$ cat src/die_link_cfg.svh
// Offsets, field positions, reset values and frame counts of the link block
`ifndef DIE_LINK_CFG_SVH
`define DIE_LINK_CFG_SVH

// ----------------------------------------------------------------
// Register byte offsets
// ----------------------------------------------------------------
`define OFS_CONTROL_0 8'h00
`define OFS_STATUS_0 8'h04
`define OFS_STATUS_1 8'h08
`define OFS_COMMAND 8'h0c
`define OFS_WDATA 8'h10
`define OFS_RDATA 8'h14
`define OFS_ADDR_BUF 8'h18

// ----------------------------------------------------------------
// Control 0 fields
// ----------------------------------------------------------------
`define CTL_ENABLE 0
`define CTL_STOP_IN_WAIT 1
`define CTL_IRQ_ENABLE 2
`define CTL_WIDE 3
`define CTL_DIV_LSB 4
`define CTL_DIV_MSB 7
`define CTL_TMO_LSB 8
`define CTL_TMO_MSB 15
`define CTL_RESET 16'h0000

// ----------------------------------------------------------------
// Status fields
// ----------------------------------------------------------------
`define ST0_TIMEOUT 0
`define ST0_TARGET_ERR 1
`define ST0_CANCEL 2
`define ST0_ERROR 7
`define ST1_BUSY 0
`define ST1_TARGET_IRQ 7

// ----------------------------------------------------------------
// Command register fields and link frame
// ----------------------------------------------------------------
`define CMD_WRITE_BIT 8
`define CMD_WIDE_BIT 9
`define CODE_IDLE 2'b00
`define CODE_READ 2'b01
`define CODE_WRITE 2'b10
`define FRAME_LAST 5'd26
`define RECV_LAST 5'd15

`endif

$ cat src/die_link_pkg.sv
// Types shared by the link initiator
package die_link_pkg;
    typedef enum logic [4:0] {
        ST_IDLE = 5'b00001,
        ST_SEND = 5'b00010,
        ST_ACK = 5'b00100,
        ST_STAT = 5'b01000,
        ST_RECV = 5'b10000
    } xfer_state_t;
endpackage

$ cat src/die_link_initiator.sv
// Die link initiator: registers, transfer engine, low power, interrupts
//
// The register offsets and the AHB-Lite interface to the registers were decided locally.
`timescale 1ns/100ps
`include "die_link_cfg.svh"

module die_link_initiator
    import die_link_pkg::*;
(
    input wire logic hclk,
    input wire logic hresetn,
    input wire logic hsel,
    input wire logic [31:0] haddr,
    input wire logic [1:0] htrans,
    input wire logic hwrite,
    input wire logic [2:0] hsize,
    input wire logic [31:0] hwdata,
    input wire logic hready,
    output logic hreadyout,
    output logic hresp,
    output logic [31:0] hrdata,
    input wire logic cpu_wait,
    input wire logic cpu_stop,
    output logic link_clock_out,
    output logic link_data_o,
    output logic link_data_oe_n,
    input wire logic link_data_i,
    input wire logic target_irq_in,
    output logic link_gpio_sel,
    output logic core_clock_on,
    output logic target_irq_signal,
    output logic link_error_irq
);
    // ----------------------------------------------------------------
    // Declarations
    // ----------------------------------------------------------------
    logic [15:0] ctl_q;
    logic [7:0] stat0_q;
    logic [15:0] wdata_q;
    logic [15:0] rdata_q;
    logic [9:0] addr_buf_q;
    logic [26:0] shift_q;
    logic [4:0] bit_q;
    logic [7:0] tmo_q;
    logic is_read_q;
    logic is_idle_q;
    xfer_state_t state_q, state_d;
    logic dp_valid_q, dp_write_q, rd_loaded_q;
    logic [7:0] dp_addr_q;
    logic [31:0] hrdata_q;
    logic [1:0] sync_out;
    logic data_s, irq_s;
    logic rise_pulse, fall_pulse;
    logic link_enable, stop_in_wait, link_irq_enable;
    logic [3:0] div;
    logic [7:0] tmo_limit;
    logic error_summary_flag;
    logic idle, stop_req, park, run;
    logic addr_take, stall, dp_done;
    logic wr_ctl, wr_st0, wr_cmd, wr_wdata;
    logic start, start_real, start_idle;
    logic ack_seen, ack_timeout, stat_err, send_done, recv_done;
    logic [31:0] read_mux;

    // ----------------------------------------------------------------
    // Input synchronisers and clock divider
    // ----------------------------------------------------------------
    link_sync2 u_sync (
        .hclk(hclk),
        .hresetn(hresetn),
        .async_in({target_irq_in, link_data_i}),
        .sync_out(sync_out)
    );
    assign data_s = sync_out[0];
    assign irq_s = sync_out[1];

    link_clock_gen u_clk (
        .hclk(hclk),
        .hresetn(hresetn),
        .run(run),
        .div(div),
        .link_clock_out(link_clock_out),
        .rise_pulse(rise_pulse),
        .fall_pulse(fall_pulse)
    );

    // ----------------------------------------------------------------
    // Field decode
    // ----------------------------------------------------------------
    assign link_enable = ctl_q[`CTL_ENABLE];
    assign stop_in_wait = ctl_q[`CTL_STOP_IN_WAIT];
    assign link_irq_enable = ctl_q[`CTL_IRQ_ENABLE];
    assign div = ctl_q[`CTL_DIV_MSB:`CTL_DIV_LSB];
    assign tmo_limit = ctl_q[`CTL_TMO_MSB:`CTL_TMO_LSB];
    assign error_summary_flag = stat0_q[`ST0_ERROR];

    // ----------------------------------------------------------------
    // Low-power control
    // ----------------------------------------------------------------
    assign idle = (state_q == ST_IDLE);
    // Wait with stop-in-wait clear is ignored entirely
    assign stop_req = cpu_stop | (cpu_wait & stop_in_wait);
    // Halting waits for the engine, so a pending transfer completes
    assign park = stop_req & idle;
    assign run = link_enable & ~park;
    assign core_clock_on = link_enable & ~(park & ~link_clock_out);
    assign link_gpio_sel = ~link_enable;

    // ----------------------------------------------------------------
    // Interrupts
    // ----------------------------------------------------------------
    // Synchronised level is not gated by the low-power state: it wakes the CPU
    assign target_irq_signal = irq_s & link_irq_enable;
    // Error line deliberately bypasses the interrupt enable
    assign link_error_irq = error_summary_flag;

    // ----------------------------------------------------------------
    // AHB-Lite slave
    // ----------------------------------------------------------------
    assign addr_take = hsel & hready & htrans[1];
    // Transfer window accesses hold the bus while the engine is busy
    assign stall = dp_valid_q & ~idle &
        ((dp_write_q & dp_addr_q == `OFS_COMMAND) |
         (~dp_write_q & dp_addr_q == `OFS_RDATA));
    assign hreadyout = ~dp_valid_q | (dp_write_q ? ~stall : rd_loaded_q);
    assign hresp = 1'b0;
    assign hrdata = hrdata_q;
    assign dp_done = dp_valid_q & hreadyout;

    assign wr_ctl = dp_valid_q & dp_write_q & (dp_addr_q == `OFS_CONTROL_0);
    assign wr_st0 = dp_valid_q & dp_write_q & (dp_addr_q == `OFS_STATUS_0);
    assign wr_cmd = dp_done & dp_write_q & (dp_addr_q == `OFS_COMMAND);
    assign wr_wdata = dp_valid_q & dp_write_q & (dp_addr_q == `OFS_WDATA);

    assign read_mux =
        (dp_addr_q == `OFS_CONTROL_0) ? {16'h0000, ctl_q} :
        (dp_addr_q == `OFS_STATUS_0) ? {24'h000000, stat0_q} :
        (dp_addr_q == `OFS_STATUS_1) ?
            {24'h000000, irq_s, 6'h00, ~idle} :
        (dp_addr_q == `OFS_WDATA) ? {16'h0000, wdata_q} :
        (dp_addr_q == `OFS_RDATA) ? {16'h0000, rdata_q} :
        (dp_addr_q == `OFS_ADDR_BUF) ? {22'h000000, addr_buf_q} :
        32'h00000000;

    always_ff @(posedge hclk or negedge hresetn) begin
        if (!hresetn) begin
            dp_valid_q <= 1'b0;
            dp_write_q <= 1'b0;
            dp_addr_q <= 8'h00;
        end else if (hready) begin
            dp_valid_q <= addr_take;
            dp_write_q <= hwrite;
            dp_addr_q <= {haddr[7:2], 2'b00};
        end
    end

    // Reads take one wait state so that read data leave a flip-flop
    always_ff @(posedge hclk or negedge hresetn) begin
        if (!hresetn) begin
            rd_loaded_q <= 1'b0;
            hrdata_q <= 32'h00000000;
        end else if (dp_done) begin
            rd_loaded_q <= 1'b0;
        end else if (dp_valid_q & ~dp_write_q & ~stall) begin
            rd_loaded_q <= 1'b1;
            hrdata_q <= read_mux;
        end
    end

    // ----------------------------------------------------------------
    // Registers
    // ----------------------------------------------------------------
    always_ff @(posedge hclk or negedge hresetn) begin
        if (!hresetn) begin
            ctl_q <= `CTL_RESET;
        end else if (wr_ctl) begin
            ctl_q[15:1] <= hwdata[15:1];
            // Enable is write-once: software can set it, never clear it
            ctl_q[`CTL_ENABLE] <= ctl_q[`CTL_ENABLE] | hwdata[`CTL_ENABLE];
        end
    end

    always_ff @(posedge hclk or negedge hresetn) begin
        if (!hresetn) begin
            wdata_q <= 16'h0000;
        end else if (wr_wdata) begin
            wdata_q <= hwdata[15:0];
        end
    end

    // Error flags: a new cause in the clearing cycle wins over the clear
    always_ff @(posedge hclk or negedge hresetn) begin
        if (!hresetn) begin
            stat0_q <= 8'h00;
        end else begin
            if (wr_st0 & hwdata[`ST0_ERROR]) begin
                stat0_q <= 8'h00;
            end
            if (ack_timeout) begin
                stat0_q[`ST0_ERROR] <= 1'b1;
                stat0_q[`ST0_TIMEOUT] <= 1'b1;
            end
            if (stat_err) begin
                stat0_q[`ST0_ERROR] <= 1'b1;
                stat0_q[`ST0_TARGET_ERR] <= 1'b1;
            end
            if (start_idle) begin
                stat0_q[`ST0_CANCEL] <= 1'b1;
            end
        end
    end

    // ----------------------------------------------------------------
    // Transfer engine
    // ----------------------------------------------------------------
    assign start = wr_cmd & link_enable;
    assign start_real = start & ~error_summary_flag;
    assign start_idle = start & error_summary_flag;
    assign send_done = (state_q == ST_SEND) & rise_pulse &
        (bit_q == `FRAME_LAST);
    assign ack_seen = (state_q == ST_ACK) & rise_pulse & data_s;
    assign ack_timeout = (state_q == ST_ACK) & rise_pulse & ~data_s &
        (tmo_q == tmo_limit);
    assign stat_err = (state_q == ST_STAT) & rise_pulse & data_s;
    assign recv_done = (state_q == ST_RECV) & rise_pulse &
        (bit_q == `RECV_LAST);

    always_comb begin
        state_d = state_q;
        case (state_q)
            ST_IDLE: begin
                if (start) begin
                    state_d = ST_SEND;
                end
            end
            ST_SEND: begin
                if (send_done) begin
                    // An idle command expects no answer
                    state_d = is_idle_q ? ST_IDLE : ST_ACK;
                end
            end
            ST_ACK: begin
                if (ack_seen) begin
                    state_d = ST_STAT;
                end else if (ack_timeout) begin
                    state_d = ST_IDLE;
                end
            end
            ST_STAT: begin
                if (rise_pulse) begin
                    state_d = (is_read_q & ~data_s) ? ST_RECV : ST_IDLE;
                end
            end
            ST_RECV: begin
                if (recv_done) begin
                    state_d = ST_IDLE;
                end
            end
            default: begin
                state_d = ST_IDLE;
            end
        endcase
    end

    always_ff @(posedge hclk or negedge hresetn) begin
        if (!hresetn) begin
            state_q <= ST_IDLE;
        end else begin
            state_q <= state_d;
        end
    end

    // Frame: code(2) wide(1) address(8) data(16), most significant first
    always_ff @(posedge hclk or negedge hresetn) begin
        if (!hresetn) begin
            shift_q <= 27'h0000000;
            is_read_q <= 1'b0;
            is_idle_q <= 1'b0;
        end else if (start_real) begin
            shift_q <= {hwdata[`CMD_WRITE_BIT] ? `CODE_WRITE : `CODE_READ,
                ctl_q[`CTL_WIDE], hwdata[7:0],
                hwdata[`CMD_WRITE_BIT] ? wdata_q : 16'h0000};
            is_read_q <= ~hwdata[`CMD_WRITE_BIT];
            is_idle_q <= 1'b0;
        end else if (start_idle) begin
            shift_q <= {`CODE_IDLE, 25'h0000000};
            is_read_q <= 1'b0;
            is_idle_q <= 1'b1;
        end else if ((state_q == ST_SEND) & fall_pulse &
            (bit_q != 5'h00)) begin
            // A fall before the first rise would drop the leading bit
            shift_q <= {shift_q[25:0], 1'b0};
        end
    end

    always_ff @(posedge hclk or negedge hresetn) begin
        if (!hresetn) begin
            bit_q <= 5'h00;
            tmo_q <= 8'h00;
        end else if (start | send_done | (state_q == ST_STAT)) begin
            bit_q <= 5'h00;
            tmo_q <= 8'h00;
        end else if (rise_pulse) begin
            bit_q <= bit_q + 5'h01;
            tmo_q <= tmo_q + 8'h01;
        end
    end

    // Buffers stay frozen while the error flag is up
    always_ff @(posedge hclk or negedge hresetn) begin
        if (!hresetn) begin
            addr_buf_q <= 10'h000;
            rdata_q <= 16'h0000;
        end else if (start_real) begin
            addr_buf_q <= {hwdata[`CMD_WIDE_BIT], hwdata[`CMD_WRITE_BIT],
                hwdata[7:0]};
            rdata_q <= hwdata[`CMD_WRITE_BIT] ? wdata_q : 16'h0000;
        end else if ((state_q == ST_RECV) & rise_pulse) begin
            rdata_q <= {rdata_q[14:0], data_s};
        end
    end

    // Line is released outside the command frame and whenever disabled
    assign link_data_oe_n = ~((state_q == ST_SEND) & link_enable);
    assign link_data_o = shift_q[26];

    // ----------------------------------------------------------------
    // Assertions
    // ----------------------------------------------------------------
    a_disabled_gpio: assert property (@(posedge hclk) disable iff (!hresetn)
        !link_enable |-> link_gpio_sel && !core_clock_on && link_data_oe_n)
        else $error("disabled initiator still owns the link");

    a_enable_sticky: assert property (@(posedge hclk) disable iff (!hresetn)
        link_enable |=> link_enable)
        else $error("link enable was cleared without reset");

    a_park_low: assert property (@(posedge hclk) disable iff (!hresetn)
        (park && !link_clock_out) |=> !link_clock_out)
        else $error("link clock rose while parked");

    a_high_finish: assert property (@(posedge hclk) disable iff (!hresetn)
        (park && link_clock_out && link_enable) |-> ##[1:16] !link_clock_out)
        else $error("high phase did not finish while parking");

    a_wait_runs: assert property (@(posedge hclk) disable iff (!hresetn)
        (cpu_wait && !cpu_stop && !stop_in_wait && link_enable)
        |-> core_clock_on)
        else $error("wait halted core with stop-in-wait clear");

    a_pending_done: assert property (@(posedge hclk) disable iff (!hresetn)
        (stop_req && !idle) |-> core_clock_on)
        else $error("clocks halted with a transfer pending");

    a_irq_gate: assert property (@(posedge hclk) disable iff (!hresetn)
        target_irq_signal |-> link_irq_enable && irq_s)
        else $error("target interrupt raised while disabled");

    a_irq_follows: assert property (@(posedge hclk) disable iff (!hresetn)
        $rose(target_irq_in) ##1 (link_irq_enable && target_irq_in) [*3]
        |-> target_irq_signal)
        else $error("target interrupt not passed on");

    a_err_clear: assert property (@(posedge hclk) disable iff (!hresetn)
        (wr_st0 && hwdata[`ST0_ERROR] && !ack_timeout && !stat_err
         && !start_idle) |=> !link_error_irq && stat0_q == 8'h00)
        else $error("error flags survived the clear");

    a_timeout_flags: assert property (@(posedge hclk) disable iff (!hresetn)
        ack_timeout |=> stat0_q[`ST0_ERROR] && stat0_q[`ST0_TIMEOUT]
        && state_q == ST_IDLE)
        else $error("timeout did not set both flags");

    a_frozen_buf: assert property (@(posedge hclk) disable iff (!hresetn)
        (start && error_summary_flag) |=> $stable(addr_buf_q)
        && shift_q[26:25] == `CODE_IDLE)
        else $error("transfer not replaced by idle command");
endmodule // die_link_initiator

$ cat src/link_clock_gen.sv
// Divider that makes the link clock and its edge pulses
`timescale 1ns/100ps
module link_clock_gen (
    input wire logic hclk,
    input wire logic hresetn,
    input wire logic run,
    input wire logic [3:0] div,
    output logic link_clock_out,
    output logic rise_pulse,
    output logic fall_pulse
);
    logic [3:0] cnt_q;
    logic active;
    logic wrap;

    // A high phase always runs to its end, so the clock parks low
    assign active = run | link_clock_out;
    assign wrap = active && (cnt_q == div);
    assign rise_pulse = wrap & ~link_clock_out;
    assign fall_pulse = wrap & link_clock_out;

    always_ff @(posedge hclk or negedge hresetn) begin
        if (!hresetn) begin
            cnt_q <= 4'h0;
            link_clock_out <= 1'b0;
        end else if (wrap) begin
            cnt_q <= 4'h0;
            link_clock_out <= ~link_clock_out;
        end else if (active) begin
            cnt_q <= cnt_q + 4'h1;
        end else begin
            cnt_q <= 4'h0;
        end
    end
endmodule // link_clock_gen

$ cat src/link_sync2.sv
// Two-flop synchroniser for the two link inputs
`timescale 1ns/100ps
module link_sync2 (
    input wire logic hclk,
    input wire logic hresetn,
    input wire logic [1:0] async_in,
    output logic [1:0] sync_out
);
    logic [1:0] meta_q;

    always_ff @(posedge hclk or negedge hresetn) begin
        if (!hresetn) begin
            meta_q <= 2'h0;
            sync_out <= 2'h0;
        end else begin
            meta_q <= async_in;
            sync_out <= meta_q;
        end
    end
endmodule // link_sync2

$ cat config.mk
export PLATFORM = sky130hd
export DESIGN_NAME = die_link_initiator
export DESIGN_NICKNAME = d
export VERILOG_FILES = /design/src/die_link_pkg.sv /design/src/die_link_initiator.sv /design/src/link_clock_gen.sv /design/src/link_sync2.sv
export VERILOG_INCLUDE_DIRS = /design/src
export SDC_FILE = /design/constraint.sdc
export NUM_CORES = 1
export LEC_CHECK = 0
export BUFFER_PORTS_ARGS = -buffer_cell sky130_fd_sc_hd__buf_2
export CORE_UTILIZATION = 35
export CTS_BUF_LIST = sky130_fd_sc_hd__clkbuf_8
export CTS_CLUSTER_DIAMETER = 200
export DETAILED_ROUTE_END_ITERATION = 8
export HOLD_SLACK_MARGIN = 0.02
export PLACE_DENSITY_LB_ADDON = 0.05
export SYNTH_ARGS = -nofsm -noshare
export SYNTH_HDL_FRONTEND = slang
export SYNTH_SLANG_ARGS = --single-unit
$ cat constraint.sdc
create_clock -name hclk -period 5.6 [get_ports hclk]
set_clock_uncertainty 0.2 [all_clocks]
set_input_delay 0.84 -clock hclk [delete_from_list [all_inputs] [get_ports hclk]]
set_output_delay 0.84 -clock hclk [all_outputs]
set_load 0.005 [all_outputs]
## Yosys cells after proc, flatten, opt, wreduce, memory -nomap -nowiden

Index checks and enable logic that the tools add are counted.

- Bits in registers: 159
- Word-level logic and storage cells: 162
- Output and inout bits: 41

- Mux-type cells: 41
- Reductions and logical operators: 14
- Add/sub/neg operators: 3
- Bitwise gates (word level): 61
- Equal/unequal tests: 20

Operators by type and width:

| operator | count |
|---|---|
| 2-to-1 mux 16 bit | 8 |
| 2-to-1 mux 27 bit | 3 |
| 2-to-1 mux 5 bit | 9 |
| AND 1 bit | 41 |
| case mux 5 bit (5 select lines) | 1 |
| 2-to-1 mux 8 bit | 3 |
| equality test 6 x 3 -> 1 bit, second input constant | 3 |
| nonzero test 2 bit | 7 |
| inverter 1 bit | 13 |
| equality test 6 x 2 -> 1 bit, second input constant | 2 |
| 2-to-1 mux 1 bit | 12 |
| equality test 5 x 4 -> 1 bit, second input constant | 2 |
| equality test 5 bit, second input constant | 2 |
| 2-to-1 mux 10 bit | 1 |
| adder 8 x 1 -> 8 bit, second input constant | 1 |
| equality test 8 bit | 1 |
| logical NOT 8 bit | 1 |
| 2-to-1 mux 4 bit | 2 |
| bitwise OR 1 bit | 7 |
| equality test 6 x 1 -> 1 bit, second input constant | 1 |
| inequality test 2 bit, second input constant | 3 |
| nonzero test 3 bit | 2 |
| adder 5 x 1 -> 5 bit, second input constant | 1 |
| equality test 5 x 1 -> 1 bit, second input constant | 1 |
| 12 further kinds | 12 |

## Longest topological paths before layout

- Word-level depth: 14
- Gate-level depth with buffers: 10
- Mapped depth without buffers: 7

## By module

From an unflattened synthesis, not the netlist that was laid out.

- Cell total of the unflattened synthesis: 623
- Area, all modules: 6891.6 µm²

Modules (own cells, without submodules):

| module | area an instance (µm²) | instances | cells an instance | sequential area each (µm²) |
|---|---|---|---|---|
| die_link_initiator | 6510.0 | 1 | 593 | 3354.5 |
| link_clock_gen | 281.5 | 1 | 26 | 125.1 |
| link_sync2 | 100.1 | 1 | 4 | 100.1 |

## Least setup slack after synthesis

Ideal clock, no wire load.

- Path type: flip-flop to flip-flop
- From: register state_q[0]
- To: register rdata_q[10]
- Required time: 5275 ps
- Stages on the path, launching flop included: 9
- Setup slack: 2820 ps
- Period minus slack after synthesis: 2780 ps
- Data arrival time: 2456 ps
- Cell sequence: dfstp_2 -> or3b_4 -> or3_1 -> buf_6 -> or3_1 -> buf_6 -> buf_8 -> a22o_1 -> mux2_2

- Cells in the longest elaborated chain, start to end: 13
- Elaborated cells on any way between the ends: 22
- Classes of those cells: eq/ne: 2; mux: 2; bitwise: 16; reduce/logical: 2

Ends and longest elaborated chain:

| item | line | source |
|---|---|---|
| start, declared | die_link_initiator.sv:47 | `xfer_state_t state_q, state_d;` |
| start signal, assigned | die_link_initiator.sv:269 | `state_q <= state_d;` |
| equality test 5 x 1 -> 1 bit | die_link_initiator.sv:100 | `assign idle = (state_q == ST_IDLE);` |
| inverter 1 bit | die_link_initiator.sv:122 | `assign stall = dp_valid_q & ~idle &` |
| AND 1 bit (2 in series) | die_link_initiator.sv:122 |  |
| inverter 1 bit | die_link_initiator.sv:125 | `assign hreadyout = ~dp_valid_q \| (dp_write_q ? ~stall : rd_loaded_q);` |
| 2-to-1 mux 1 bit | die_link_initiator.sv:125 |  |
| bitwise OR 1 bit | die_link_initiator.sv:125 |  |
| AND 1 bit | die_link_initiator.sv:128 | `assign dp_done = dp_valid_q & hreadyout;` |
| AND 1 bit (2 in series) | die_link_initiator.sv:132 | `` assign wr_cmd = dp_done & dp_write_q & (dp_addr_q == `OFS_COMMAND); `` |
| AND 1 bit | die_link_initiator.sv:216 | `assign start = wr_cmd & link_enable;` |
| AND 1 bit | die_link_initiator.sv:217 | `assign start_real = start & ~error_summary_flag;` |
| 2-to-1 mux 16 bit or nonzero test 2 bit (tied branches) | - |  |
| end signal, assigned | die_link_initiator.sv:317 | `` rdata_q <= hwdata[`CMD_WRITE_BIT] ? wdata_q : 16'h0000; `` |
| end signal, assigned | die_link_initiator.sv:319 | `rdata_q <= {rdata_q[14:0], data_s};` |
| end, declared | die_link_initiator.sv:40 | `logic [15:0] rdata_q;` |

Parallel ways exist; a longest one is shown, timed or not.
A chain may end at the register's enable or synchronous reset.

## Worst setup path in the final report

- From: register state_q[0]
- To: output core_clock_on

- Cells in the longest elaborated chain, start to end: 5

Ends and longest elaborated chain:

| item | line | source |
|---|---|---|
| equality test 5 x 1 -> 1 bit | die_link_initiator.sv:100 |  |
| AND 1 bit | die_link_initiator.sv:104 | `assign park = stop_req & idle;` |
| AND 1 bit | die_link_initiator.sv:106 | `assign core_clock_on = link_enable & ~(park & ~link_clock_out);` |
| inverter 1 bit | die_link_initiator.sv:106 |  |
| AND 1 bit | die_link_initiator.sv:106 |  |
| end, declared | die_link_initiator.sv:30 | `output logic core_clock_on,` |

No other way between the ends.

==> metrics.md <==
| Metric | Value |
|---|---|
| Routed Antenna Nets | 0 |
| Synth area leaders | dfrtp_1 (50%), mux2_2 (11%), nand2_1 (4.1%), nor2_1 (2.8%), a22o_1 (2.7%) |
| Latest clock arrival within the worst-skew pair | 0.44 ns |
| CTS Buf Count | 17 |
| Max Cap Viol | 0 |
| Setup TNS Final | 0 ns |
| RSZ-0062 raised after global routing | false |
| DR iter-0 viols | 349 |
| Slew @ Worst Pin | 1.21 ns |
| Vias in the first global route | 5012 |
| Initial antenna violation count | 0 |
| Most used DFF post-synth | dfrtp_1 |
| Most frequent cell after synthesis | dfrtp_1 |
| Critical-path cell list | or3b_4 > or3_1 > o31a_1 > buf_2 |
| Mean Syn Cell Area | 10.6 um^2 |
| Period utilization | approximately 62% |
| Gr ovfl total | 0 |
| Ys Warns | 0 |
| CTS tree | built |
| Final nets | around 800 |
| Slowest CP cell | dfstp_2 |
| Shortest period the worst path allows | 3.49 ns |
| Share of layout cells above drive strength 1 | 24.2% |
| First-pass GRT wire length | 29000 um |
| Unique cell type count in the Yosys netlist | 60 |
| Crit Path Max Fanout | 10 |
| Die W | 144 um |
| Hold WC Path Type | flop to flop |
| Die H | roughly 140 um |
| Area of the core | 19600 um^2 |
| Post-synthesis register bit count | roughly 140 |
| Post-synth top area cell | dfrtp_1 |
| Global-route usage over all layers | 19.0% |
| Finished Core Util | 40.5% |
| Longest Clk Path Bufs | 2 |
| Register area | 3580 um^2 |
| # setup viols final | 0 |
| # resized after CTS | 0 |
| DRT Pass-1 Iters | 4 |
| Slew headroom | 19.5% |
| CTS clk-pin slew, worst paths | 0.08 ns |
| Endpoint class of the critical path | output port |
| Sink Count | 143 |
| EDFF count, synth | 0 |
| Yosys top cell area share | between 50% and 60% |
| Full die area | 20700 um^2 |
| DRC | 0 |
| Startpoint types | flop |
| Via count | roughly 5000 |
| Post-Route WL | 18300 um |
| Htree depth | 4 |
| Final HPWL DP | 12400 um |
| Via-to-Cell Ratio | 5.11 |
| Static Leak | 3.69 nW |
| Seq/Total Area, Yosys | 50.9% |
| Boundary Pins | 119 |
| Largest net degree at the start of global routing | about 100 |
| Post-synth top cells | dfrtp_1 (142), nand2_1 (76), mux2_2 (66), nor2_1 (52), a21oi_1 (32) |
| CP peak stage delay | 0.58 ns |
| Synth Instances | about 660 |
| Max-slew violation count | 0 |
| Fill cells | just under 2000 |
| F_max | between 200 and 300 MHz |
| Port bufs | 55 |
| Worst Path Required | 4.56 ns |
| Wire per inst | around 19 um |
| Post-synth design cell area | 7040 um^2 |
| Cell row count | 51 |
| Area delta synth->final | 12.7% |
| Peak supply drop | 0.126 mV |
| Arr. time, crit path | 2.45 ns |
| Initial core utilization | 35.9% |
| Multi-input logic area | 3160 um^2 |
| Routability cong. | about 0.78 |
| # hold bufs at CTS | 0 |
| Outcome | finished, final reports clean |
| Number of diodes | 0 |
| Synth async-reset ratio | 100% |
| Final Hold Vio Count | 0 |
| Clk root buf | clkbuf_8 |
| Post-CTS Setup Inserts | 0 |
| Kind of critical path | flop to output port |
| P per Cell Area | around 320 nW/um^2 |
## critical path, delay by kind of cell (launching register included)
family	cells	cell delay [ns]
AOI/OAI and AO/OA	1	0.37
buffers and inverters	1	0.13
and+or+nand+nor	2	0.93
DFF	1	0.58
## layout make-up
cell class / count / share of cell area [%]
tap: 265 / 4.18
clock inverter: 10 / 1.69
inverter: 19 / 0.899
sequential: 143 / 45.1
clock buffer: 22 / 3.82
timing repair buffer: 65 / 4.49
multi-input combinational: 460 / 39.8
## metrics by stage
step                hold slack [ns]  instance area (um^2)  worst slack (ns)  power [mW]  cells
floorplan                     0.131                  7100              2.82        1.49    678
global placement              0.135                  7500              2.13        1.62    952
detailed placement            0.136                  7500              2.11        1.63    952
CTS                           0.155                  7940              2.07        2.54    984
global route                  0.164                  7940              1.87        2.64    984
finish                        0.154                  7940              2.11        2.50    984
## power by group
group / internal, mW / leakage (nW) / switching (mW)
registers: 1.13 / 1.72 / 0.112
logic: 0.166 / 1.74 / 0.203
clock network: 0.498 / 0.226 / 0.398
## cell families after synthesis
kind of cell             Yosys count  synth area share (%)
multiplexers                      83                  13.0
other                              1                0.0533
buffers and inverters             75                  5.51
flip-flops                       143                  50.9
AND/OR/NAND/NOR                  193                  13.3
XOR/XNOR                          24                  2.99
AO/OA/AOI/OAI                    137                  13.3
adder cells (fa/ha/maj)            6                  1.07
## layer usage
| layer | vias up | track usage [%] | wire length [um] |
|---|---|---|---|
| met5 | - | 0 | 0 |
| met4 | 0 | 5.38 | 209 |
| met3 | 10 | 3.93 | 555 |
| met2 | 98 | 30.5 | 8750 |
| met1 | 2526 | 25.7 | 8830 |
| li1 | 2399 | - | - |
## registers in the layout (all words and copies together) (netlist names), 2 cells and up
signal / flops
u_sync.meta_q: 2
tmo_q: 8
hrdata: 16
state_q: 5
u_clk.cnt_q: 4
ctl_q: 16
addr_buf_q: 10
dp_addr_q: 6
rdata_q: 16
shift_q: 27
stat0_q: 4
wdata_q: 16
u_sync.sync_out: 2
bit_q: 5
## cells in the final DEF (no fill, tap or decap), types with 20 or more instances in the layout
master | Yosys | routed
buf_2 | 7 | 54
a21oi_1 | 32 | 32
nor2_1 | 52 | 52
dfrtp_1 | 142 | 142
a22o_1 | 22 | 22
inv_1 | 19 | 20
mux2_2 | 66 | 66
clkbuf_8 | 0 | 22
o21ai_0 | 29 | 29
nand2_1 | 76 | 76
## path summary, 6_finish.rpt
| check | cells past startpoint | slack, ns | from | to |
|---|---|---|---|---|
| max | 4 | 2.11 | state_q[0] | core_clock_on |
| min | 0 | 0.15 | u_sync.meta_q[0] | u_sync.sync_out[0] |
| max reg2reg | 5 | 2.15 | ctl_q[4] | rdata_q[4] |
| min reg2reg | 0 | 0.15 | u_sync.meta_q[0] | u_sync.sync_out[0] |
| max in group asynchronous | 2 | 3.78 | hresetn | ctl_q[15] |
| min in group asynchronous | 1 | 0.30 | hresetn | bit_q[3] |
Note: power is estimated with default switching activity, not from simulation.
